`src/rtc_pkg.sv`:
```
package rtc_pkg;

   // ************************************************************
   // Register byte addresses (one aligned word each)
   // ************************************************************
   localparam logic [5:0] ADDR_CONTROL = 6'h00;
   localparam logic [5:0] ADDR_BYTE_ONE = 6'h04;
   localparam logic [5:0] ADDR_BYTE_TWO = 6'h08;
   localparam logic [5:0] ADDR_BYTE_THREE = 6'h0c;
   localparam logic [5:0] ADDR_BYTE_FOUR = 6'h10;
   localparam logic [5:0] ADDR_MONTH_DAY = 6'h14;
   localparam logic [5:0] ADDR_MONTH = 6'h18;
   localparam logic [5:0] ADDR_YEAR_LOW = 6'h1c;
   localparam logic [5:0] ADDR_YEAR_HIGH = 6'h20;
   localparam logic [5:0] ADDR_IE_TWO = 6'h24;
   localparam logic [5:0] ADDR_IFG_TWO = 6'h28;
   localparam logic [5:0] ADDR_SERVICE = 6'h2c;

   // ************************************************************
   // Control field positions and reset values
   // ************************************************************
   localparam int BIT_DECIMAL = 7;
   localparam int BIT_HOLD = 6;
   localparam int BIT_MODE_LO = 4;
   localparam int BIT_EVENT_LO = 2;
   localparam int BIT_IRQ_EN = 1;
   localparam int BIT_FLAG = 0;
   localparam int BIT_SHARED = 7;
   localparam logic [7:0] CONTROL_RESET = 8'h40;
   localparam logic [7:0] IE_TWO_RESET = 8'h00;
   localparam logic [7:0] IFG_TWO_RESET = 8'h00;
   localparam logic [7:0] DAY_ONE = 8'h01;
   localparam logic [7:0] ZERO_BYTE = 8'h00;

   // ************************************************************
   // Modes and bus states
   // ************************************************************
   typedef enum logic [1:0] {
      MODE_CNT_AUX = 2'b00,
      MODE_CNT_TAP = 2'b01,
      MODE_CNT_SUB = 2'b10,
      MODE_CALENDAR = 2'b11
   } clock_mode_t;

   typedef enum logic [1:0] {
      BUS_IDLE = 2'b00,
      BUS_ANSWER = 2'b01
   } bus_state_t;

   // Avalon request bundle
   typedef struct packed {
      logic [5:0] address;
      logic read;
      logic write;
      logic [31:0] writedata;
   } avalon_req_t;

   // Avalon answer bundle
   typedef struct packed {
      logic [31:0] readdata;
      logic waitrequest;
   } avalon_rsp_t;

endpackage

```
`src/rtc_calendar_counter.sv`:
```
// Added by the designer: the Avalon-MM slave port and the placing of the registers.
`timescale 1ns/1ps
// Notes on behaviour
// - Hold stops clock; calendar also stops prescaler
// - Mode field selects source and calendar
// - Counter events at byte overflow boundaries
// - Calendar events minute, hour, midnight, noon
// - Control bit 1 enables clock interrupt
// - Control bit 0 is event flag
// - Four count bytes readable and writable
// - BCD minutes: bit7 zero, tens, units
// - Hours upper bits zero, hex or BCD
// - Weekday 0 to 6, upper bits zero
// - Month day 1..31, upper bits zero
// - Month 1..12, upper bits zero
// - Year high nibble hex or century BCD
// - Enable-two bit 7 gates shared flag
// - Shared flag pends, clears on service
// - Enabled event sets both flags, requests interrupt
// - Entering calendar resets time, day/month one
// - Years divisible by four are leap
// - Four bytes cascade into one 32-bit count
module rtc_calendar_counter (
   // Clock and reset
   input wire logic mclk_in,
   input wire logic resetn_in,
   // Count clock sources (asynchronous levels)
   input wire logic aux_clock_in,
   input wire logic prescaler_tap_in,
   input wire logic subsystem_clock_in,
   // Avalon-MM slave
   input wire rtc_pkg::avalon_req_t avs_req_in,
   output rtc_pkg::avalon_rsp_t avs_rsp_out,
   // Status
   output logic prescaler_stop_out,
   output logic irq_request_out
);
   import rtc_pkg::*;

   // ************************************************************
   // Helper functions
   // ************************************************************
   // Increment one digit field, hex or BCD
   function automatic logic [7:0] step(input logic [7:0] v, input logic bcd);
      if (bcd && v[3:0] == 4'h9) begin
         step = {v[7:4] + 4'h1, 4'h0};
      end else begin
         step = v + 8'h01;
      end
   endfunction

   // Compare a field to a small number, hex or BCD
   function automatic logic is_val(input logic [7:0] v, input logic bcd,
                                   input logic [7:0] n);
      logic [7:0] enc;
      enc = bcd ? (((n / 8'd10) << 4) | (n % 8'd10)) : n;
      is_val = (v == enc);
   endfunction

   // ************************************************************
   // State
   // ************************************************************
   logic [7:0] control_ff;
   logic [7:0] cnt_ff [4];  // Seconds, minutes, hours, weekday in calendar
   logic [7:0] mday_ff, month_ff, year_lo_ff, year_hi_ff;
   logic [7:0] ie_two_ff, ifg_two_ff;
   logic [2:0] sync_aux_ff, sync_tap_ff, sync_sub_ff;
   avalon_rsp_t rsp_ff;
   bus_state_t bus_ff;
   logic prescaler_stop_ff, irq_ff;

   clock_mode_t mode;
   logic bcd, hold, tick, wr_en, rd_en, service;
   logic [31:0] count_now;
   logic cal_sec_wrap, cal_min_wrap, cal_hour_wrap, cal_day_wrap, cal_mon_wrap;
   logic [7:0] last_day;
   logic event_hit;
   logic enter_cal;

   assign mode = clock_mode_t'(control_ff[BIT_MODE_LO +: 2]);
   assign bcd = control_ff[BIT_DECIMAL];
   assign hold = control_ff[BIT_HOLD];

   // ************************************************************
   // Source synchronisers and edge detection
   // ************************************************************
   // Stage 0 feeds stage 1 only; edge taken from stages 1 and 2
   always_ff @(posedge mclk_in or negedge resetn_in) begin
      if (!resetn_in) begin
         sync_aux_ff <= 3'h0;
         sync_tap_ff <= 3'h0;
         sync_sub_ff <= 3'h0;
      end else begin
         sync_aux_ff <= {sync_aux_ff[1:0], aux_clock_in};
         sync_tap_ff <= {sync_tap_ff[1:0], prescaler_tap_in};
         sync_sub_ff <= {sync_sub_ff[1:0], subsystem_clock_in};
      end
   end

   // Rising edge of the selected source, blocked by hold or write
   always_comb begin
      case (mode)
         MODE_CNT_AUX: tick = sync_aux_ff[1] & ~sync_aux_ff[2];
         MODE_CNT_TAP: tick = sync_tap_ff[1] & ~sync_tap_ff[2];
         MODE_CNT_SUB: tick = sync_sub_ff[1] & ~sync_sub_ff[2];
         MODE_CALENDAR: tick = sync_tap_ff[1] & ~sync_tap_ff[2];
         default: tick = 1'b0;
      endcase
      tick = tick & ~hold & ~wr_en;
   end

   // ************************************************************
   // Calendar rollover decode
   // ************************************************************
   always_comb begin
      if (is_val(month_ff, bcd, 8'd2)) begin
         // BCD: odd tens need units 2 or 6, even tens need 0, 4 or 8
         if (bcd) begin
            last_day = (year_lo_ff[4] ?
                        (year_lo_ff[3:0] == 4'h2 || year_lo_ff[3:0] == 4'h6) :
                        (year_lo_ff[3:0] == 4'h0 || year_lo_ff[3:0] == 4'h4 ||
                         year_lo_ff[3:0] == 4'h8)) ? 8'd29 : 8'd28;
         end else begin
            last_day = (year_lo_ff[1:0] == 2'b00) ? 8'd29 : 8'd28;
         end
      end else if (is_val(month_ff, bcd, 8'd4) || is_val(month_ff, bcd, 8'd6) ||
                   is_val(month_ff, bcd, 8'd9) || is_val(month_ff, bcd, 8'd11)) begin
         last_day = 8'd30;
      end else begin
         last_day = 8'd31;
      end
      cal_sec_wrap = is_val(cnt_ff[0], bcd, 8'd59);
      cal_min_wrap = cal_sec_wrap & is_val(cnt_ff[1], bcd, 8'd59);
      cal_hour_wrap = cal_min_wrap & is_val(cnt_ff[2], bcd, 8'd23);
      cal_day_wrap = cal_hour_wrap & is_val(mday_ff, bcd, last_day);
      cal_mon_wrap = cal_day_wrap & is_val(month_ff, bcd, 8'd12);
   end

   // ************************************************************
   // Time event selection
   // ************************************************************
   assign count_now = {cnt_ff[3], cnt_ff[2], cnt_ff[1], cnt_ff[0]};
   always_comb begin
      event_hit = 1'b0;
      if (tick) begin
         if (mode == MODE_CALENDAR) begin
            case (control_ff[BIT_EVENT_LO +: 2])
               2'b00: event_hit = cal_sec_wrap;
               2'b01: event_hit = cal_min_wrap;
               2'b10: event_hit = cal_hour_wrap;
               2'b11: event_hit = cal_min_wrap & is_val(cnt_ff[2], bcd, 8'd11);
               default: event_hit = 1'b0;
            endcase
         end else begin
            case (control_ff[BIT_EVENT_LO +: 2])
               2'b00: event_hit = &count_now[7:0];
               2'b01: event_hit = &count_now[15:0];
               2'b10: event_hit = &count_now[23:0];
               2'b11: event_hit = &count_now;
               default: event_hit = 1'b0;
            endcase
         end
      end
   end

   // ************************************************************
   // Bus decode
   // ************************************************************
   assign wr_en = avs_req_in.write & (bus_ff == BUS_IDLE);
   assign rd_en = avs_req_in.read & (bus_ff == BUS_IDLE);
   assign service = wr_en & (avs_req_in.address == ADDR_SERVICE);
   assign enter_cal = wr_en && avs_req_in.address == ADDR_CONTROL &&
                      ((avs_req_in.writedata[BIT_MODE_LO +: 2] == 2'b11 &&
                        mode != MODE_CALENDAR) ||
                       (avs_req_in.writedata[BIT_DECIMAL] != bcd));

   // ************************************************************
   // Control register and flags
   // ************************************************************
   always_ff @(posedge mclk_in or negedge resetn_in) begin
      if (!resetn_in) begin
         control_ff <= CONTROL_RESET;
      end else begin
         if (wr_en && avs_req_in.address == ADDR_CONTROL) begin
            control_ff <= avs_req_in.writedata[7:0];
         end
         if (event_hit) begin
            control_ff[BIT_FLAG] <= 1'b1;
         end else if (service && control_ff[BIT_IRQ_EN]) begin
            control_ff[BIT_FLAG] <= 1'b0;
         end
      end
   end

   // Shared enable and flag registers
   always_ff @(posedge mclk_in or negedge resetn_in) begin
      if (!resetn_in) begin
         ie_two_ff <= IE_TWO_RESET;
         ifg_two_ff <= IFG_TWO_RESET;
      end else begin
         if (wr_en && avs_req_in.address == ADDR_IE_TWO) begin
            ie_two_ff <= avs_req_in.writedata[7:0];
         end
         if (wr_en && avs_req_in.address == ADDR_IFG_TWO) begin
            ifg_two_ff <= avs_req_in.writedata[7:0];
         end else if (service) begin
            ifg_two_ff[BIT_SHARED] <= 1'b0;
         end
         if (event_hit && control_ff[BIT_IRQ_EN]) begin
            ifg_two_ff[BIT_SHARED] <= 1'b1;
         end
      end
   end

   // Interrupt request and prescaler stop outputs
   always_ff @(posedge mclk_in or negedge resetn_in) begin
      if (!resetn_in) begin
         irq_ff <= 1'b0;
         prescaler_stop_ff <= 1'b0;
      end else begin
         irq_ff <= ifg_two_ff[BIT_SHARED] & ie_two_ff[BIT_SHARED];
         prescaler_stop_ff <= hold & (mode == MODE_CALENDAR);
      end
   end

   // ************************************************************
   // Counter and calendar fields (not reset by hardware)
   // ************************************************************
   always_ff @(posedge mclk_in) begin
      if (enter_cal) begin
         for (int i = 0; i < 4; i++) begin
            cnt_ff[i] <= ZERO_BYTE;
         end
         mday_ff <= DAY_ONE;
         month_ff <= DAY_ONE;
         year_lo_ff <= ZERO_BYTE;
         year_hi_ff <= ZERO_BYTE;
      end else if (wr_en) begin
         case (avs_req_in.address)
            ADDR_BYTE_ONE: cnt_ff[0] <= avs_req_in.writedata[7:0];
            ADDR_BYTE_TWO: cnt_ff[1] <= avs_req_in.writedata[7:0];
            ADDR_BYTE_THREE: cnt_ff[2] <= avs_req_in.writedata[7:0];
            ADDR_BYTE_FOUR: cnt_ff[3] <= avs_req_in.writedata[7:0];
            ADDR_MONTH_DAY: mday_ff <= avs_req_in.writedata[7:0];
            ADDR_MONTH: month_ff <= avs_req_in.writedata[7:0];
            ADDR_YEAR_LOW: year_lo_ff <= avs_req_in.writedata[7:0];
            ADDR_YEAR_HIGH: year_hi_ff <= avs_req_in.writedata[7:0];
            default: ;
         endcase
      end else if (tick && mode != MODE_CALENDAR) begin
         {cnt_ff[3], cnt_ff[2], cnt_ff[1], cnt_ff[0]} <= count_now + 32'h1;
      end else if (tick) begin
         cnt_ff[0] <= cal_sec_wrap ? ZERO_BYTE : step(cnt_ff[0], bcd);
         if (cal_sec_wrap) begin
            cnt_ff[1] <= cal_min_wrap ? ZERO_BYTE : step(cnt_ff[1], bcd);
         end
         if (cal_min_wrap) begin
            cnt_ff[2] <= cal_hour_wrap ? ZERO_BYTE : step(cnt_ff[2], bcd);
         end
         if (cal_hour_wrap) begin
            cnt_ff[3] <= (cnt_ff[3][2:0] == 3'h6) ? ZERO_BYTE : cnt_ff[3] + 8'h01;
            mday_ff <= cal_day_wrap ? DAY_ONE : step(mday_ff, bcd);
         end
         if (cal_day_wrap) begin
            month_ff <= cal_mon_wrap ? DAY_ONE : step(month_ff, bcd);
         end
         if (cal_mon_wrap) begin
            if ((bcd && is_val(year_lo_ff, bcd, 8'd99)) || (!bcd && year_lo_ff == 8'hff)) begin
               year_lo_ff <= ZERO_BYTE;
               year_hi_ff <= step(year_hi_ff, bcd);
            end else begin
               year_lo_ff <= step(year_lo_ff, bcd);
            end
         end
      end
   end

   // ************************************************************
   // Avalon slave: one wait cycle, then answer
   // ************************************************************
   always_ff @(posedge mclk_in or negedge resetn_in) begin
      if (!resetn_in) begin
         bus_ff <= BUS_IDLE;
         rsp_ff <= '{readdata: 32'h0, waitrequest: 1'b1};
      end else begin
         rsp_ff.waitrequest <= 1'b1;
         if (bus_ff == BUS_ANSWER) begin
            bus_ff <= BUS_IDLE;
         end else if (rd_en || wr_en) begin
            bus_ff <= BUS_ANSWER;
            rsp_ff.waitrequest <= 1'b0;
            rsp_ff.readdata <= 32'h0;
            if (rd_en) begin
               case (avs_req_in.address)
                  ADDR_CONTROL: rsp_ff.readdata[7:0] <= control_ff;
                  ADDR_BYTE_ONE: rsp_ff.readdata[7:0] <= cnt_ff[0] &
                     ((mode == MODE_CALENDAR) ? 8'h7f : 8'hff);
                  ADDR_BYTE_TWO: rsp_ff.readdata[7:0] <= cnt_ff[1] &
                     ((mode == MODE_CALENDAR) ? 8'h7f : 8'hff);
                  ADDR_BYTE_THREE: rsp_ff.readdata[7:0] <= cnt_ff[2] &
                     ((mode != MODE_CALENDAR) ? 8'hff : bcd ? 8'h3f : 8'h1f);
                  ADDR_BYTE_FOUR: rsp_ff.readdata[7:0] <= cnt_ff[3] &
                     ((mode == MODE_CALENDAR) ? 8'h07 : 8'hff);
                  ADDR_MONTH_DAY: rsp_ff.readdata[7:0] <= mday_ff &
                     (bcd ? 8'h3f : 8'h1f);
                  ADDR_MONTH: rsp_ff.readdata[7:0] <= month_ff &
                     (bcd ? 8'h1f : 8'h0f);
                  ADDR_YEAR_LOW: rsp_ff.readdata[7:0] <= year_lo_ff;
                  ADDR_YEAR_HIGH: rsp_ff.readdata[7:0] <= year_hi_ff &
                     (bcd ? 8'h7f : 8'h0f);
                  ADDR_IE_TWO: rsp_ff.readdata[7:0] <= ie_two_ff;
                  ADDR_IFG_TWO: rsp_ff.readdata[7:0] <= ifg_two_ff;
                  default: rsp_ff.readdata <= 32'h0;
               endcase
            end
         end
      end
   end

   assign avs_rsp_out = rsp_ff;
   assign irq_request_out = irq_ff;
   assign prescaler_stop_out = prescaler_stop_ff;

endmodule // rtc_calendar_counter

```
`config.mk`:
```
export PLATFORM = sky130hd
export DESIGN_NAME = rtc_calendar_counter
export DESIGN_NICKNAME = d
export VERILOG_FILES = /design/src/rtc_pkg.sv /design/src/rtc_calendar_counter.sv
export SDC_FILE = /design/constraint.sdc
export NUM_CORES = 1
export LEC_CHECK = 0
export BUFFER_PORTS_ARGS = -buffer_cell sky130_fd_sc_hd__buf_2
export CORE_AREA = 2 2 103 179
export CTS_BUF_LIST = sky130_fd_sc_hd__clkbuf_4 sky130_fd_sc_hd__clkbuf_8 sky130_fd_sc_hd__clkbuf_16
export CTS_CLUSTER_SIZE = 40
export DETAILED_ROUTE_END_ITERATION = 12
export DIE_AREA = 0 0 105 181
export HOLD_SLACK_MARGIN = 0.08
export PLACE_DENSITY_LB_ADDON = 0.15
export SLEW_MARGIN = 20
export SYNTH_ARGS = -nofsm -noshare
export SYNTH_HDL_FRONTEND = slang
export SYNTH_SLANG_ARGS = --single-unit
```
`constraint.sdc`:
```
create_clock -name mclk_in -period 3.4 [get_ports mclk_in]
set_input_delay 0 -clock mclk_in [delete_from_list [all_inputs] [get_ports mclk_in]]
set_output_delay 0 -clock mclk_in [all_outputs]
set_load 0.02 [all_outputs]
```
==> impl_metrics.yaml <==
synthesis:
  yosysTopAreaCellShare: 0.163
  synth-edff-count: 0
  ys_types: 93
  ys_seq_elements: 108
  ys_top_cells_by_count: "nand2_1 (98), o21ai_0 (82), nor2_1 (65), dfxtp_1 (63), a21oi_1 (53)"
  ys.flop_type: "dfxtp_1"
  yosys.area.top_type: "dfxtp_1"
  yosys-top-cells-area: "dfxtp_1 (16%), dfrtp_1 (14%), o21ai_0 (5.3%)"
  syn-mean-instance-area_um2: 7.99
  yosysSeqAreaShare: 0.308
  synthesis.area_um2: 7760
  ys_warn_count: 0
  syn_inst: 971
  async_flop_share: 0.417
  yosysMostFrequentCell: "nand2_1"
critical_path:
  required_ps: 3640
  crit_fanout: 10
  cpPeakStageDelay_ps: 450
  arrival_ps: 3420
  cpMaxStageDelayCell: "nand4_1"
  cp-end-kind: "flip-flop"
  critPathKind: "flip-flop to flip-flop"
  startpoint_type: "flip-flop"
  cp.buffers_inverters: 1
  crit_family: "simple AND/OR/NAND/NOR gates"
  crit_chain: "ha_1 > nor4b_1 > o21ai_0 > or3_1 > buf_4 > a21oi_1 > nand4_1 > o22ai_1 > o211ai_1"
cells_and_area:
  final_core_util: 0.496
  synthToLayoutAreaGrowth_pct: 11.6
  drive_gt1_frac: 0.124
  nNetsFinal: 1080
  antenna_cells: 0
sta:
  hold_viol: 0
  max_slew.worst_pin.slew_ps: 965
  fin_crit_ps: 3180
  fmax_mhz: 315
  tns_ps: 0
  period_share: 0.934
  setup_viol: 0
  skew_ps: 12.0
  rsz0062_at_grt: "no"
  maxSlewHeadroom: 0.357
  slew_viol_final: 0
  holdWs_ps: 75.4
global_routing:
  antenna_found_initial: 0
  grt_usage: 0.295
  grt_pass1_vias: 7663
  grt-ovfl-total: 0
  grt_pass1_wl_mm: 43.5
  grt_max_degree: 46
route:
  drt-total-wl_mm: 28.2
  vias: 8092
  vias_per_cell: 6.51
  firstDrtPassIters: 6
  drc: 0
  ant_nets: 0
  drt_iter0_markers: 881
  wl_per_cell_um: 22.7
clock_network:
  cts_root_buf: "clkbuf_16"
  numCtsBuffers: 9
  cts.path.max_buffers: 2
  post_cts_buffers: 0
  cts.clk_slew.worst_paths_ps: 70
  clkSinkCount: 108
  clk_latency_ps: 370
  htreeDepth: 3
  cts_tree: "built"
  cts_resized: 0
die:
  dieArea_um2: 19000
  initial_core_util: 0.444
  row_count: 64
  pin_count: 80
  die_y_um: 181
  core_area_um2: 17500
  die_w_um: 105
outcome:
  status: "finished, final reports clean"
power_and_ir_drop:
  power_density_nw_per_um2: 550
  p_leak_nw: 3.62
  ir_drop_mv: 0.289
placement:
  dp_hpwl_mm: 20.9
  io_buffers: 31
  place_congestion: 0.987
job:
  drv_cap: 0
hold_path:
  hp-class: "input pin to flip-flop"
[through the flow]
step	setup slack, ps	total power, mW	cells	area (um^2)
finish	223	4.76	1243	8660
global route	11.7	5.02	1243	8660
CTS	307	4.73	1243	8650
detailed placement	335	3.50	1212	8160
global placement	239	3.48	1212	8160
floorplan	753	2.94	994	7840
[power by group]
group / total (mW) / switching (mW) / internal, mW / leakage [nW]
clock network: 1.23 / 0.508 / 0.724 / 0.172
registers: 2.04 / 0.506 / 1.53 / 1.11
logic: 1.49 / 0.840 / 0.649 / 2.34
total: 4.76 / 1.85 / 2.91 / 3.62
[registers in the layout (all words and copies together), names as in the netlist, 7 cells and up]
register     count
year_hi_ff       7
year_lo_ff       8
ie_two_ff        8
mday_ff          8
avs_rsp_out      9
ifg_two_ff       8
cnt_ff          32
control_ff       8
month_ff         8
[layer usage]
| layer | global-route usage | part of all wire | up-vias |
|---|---|---|---|
| li1 | - | - | 3705 |
| met1 | 0.341 | 0.38 | 3901 |
| met2 | 0.499 | 0.48 | 377 |
| met3 | 0.0404 | 0.060 | 109 |
| met4 | 0.203 | 0.076 | 0 |
| met5 | 0 | 0 | - |
[worst paths after layout]
path	startpoint	to	slack, ps	depth (start not counted)
worst max-delay path	cnt_ff[8]$_SDFFE_PP0P_	month_ff[4]$_SDFFE_PP0P_	220	9
worst min-delay path	avs_req_in[32]	avs_rsp_out[0]$_DFF_PN1_	80	2
worst max register to register	cnt_ff[8]$_SDFFE_PP0P_	month_ff[4]$_SDFFE_PP0P_	220	9
worst min register to register	sync_sub_ff[0]$_DFF_PN0_	sync_sub_ff[1]$_DFF_PN0_	360	0
max in group asynchronous	resetn_in	ifg_two_ff[2]$_DFFE_PN0P_	2820	2
min in group asynchronous	resetn_in	control_ff[3]$_DFFE_PN0P_	170	2
[layout by cell type (no fill, tap or decap), drive strengths merged, types with 9 or more instances in the layout]
master	synthesis	layout
nand2	99	99
o21ai	84	84
buf	43	67
nor2	65	65
dfxtp	63	63
a21oi	54	54
nand3	48	48
dfrtp	43	43
nor3	35	35
inv	32	33
ha	28	28
a31oi	25	25
conb	1	24
nand4	22	22
dlygate4sd3	0	15
o211ai	14	14
o22ai	13	13
nand2b	12	12
clkbuf	37	12
a22oi	11	11
and3	11	11
xnor2	10	10
mux2	10	10
nor2b	10	10
a21o	9	9
and2	9	9
[cells by family after synthesis]
| logic type | share of synthesized area |
|---|---|
| simple gates | 0.249 |
| compound gates | 0.288 |
| buf+inv | 0.0697 |
| flops | 0.308 |
| fa+ha+maj | 0.0452 |
| mux | 0.0265 |
| xor+xnor | 0.0136 |
| other cells | 0.000483 |
[cell type report]
type,instances,area (um^2)
clock inverter,4,77.6
clock buffer,12,272
tap,231,289
inverter,32,120
fill,1794,8800
sequential,108,2390
timing repair buffer,82,578
multi-input combinational,774,4930
[worst register-to-register path, stage by stage (launching register included)]
cell	delay [ps]
dfxtp_1	340
ha_1	250
nor4b_1	440
o21ai_0	250
or3_1	400
buf_4	190
a21oi_1	280
nand4_1	450
o22ai_1	330
o211ai_1	130
[what timing repair did]
action                     in CTS  in global routing
setup endpoints to repair       0                  0
hold endpoints to repair       64                  0
hold buffers                   15                  0
No activity file was read; power rests on OpenSTA's default activity.
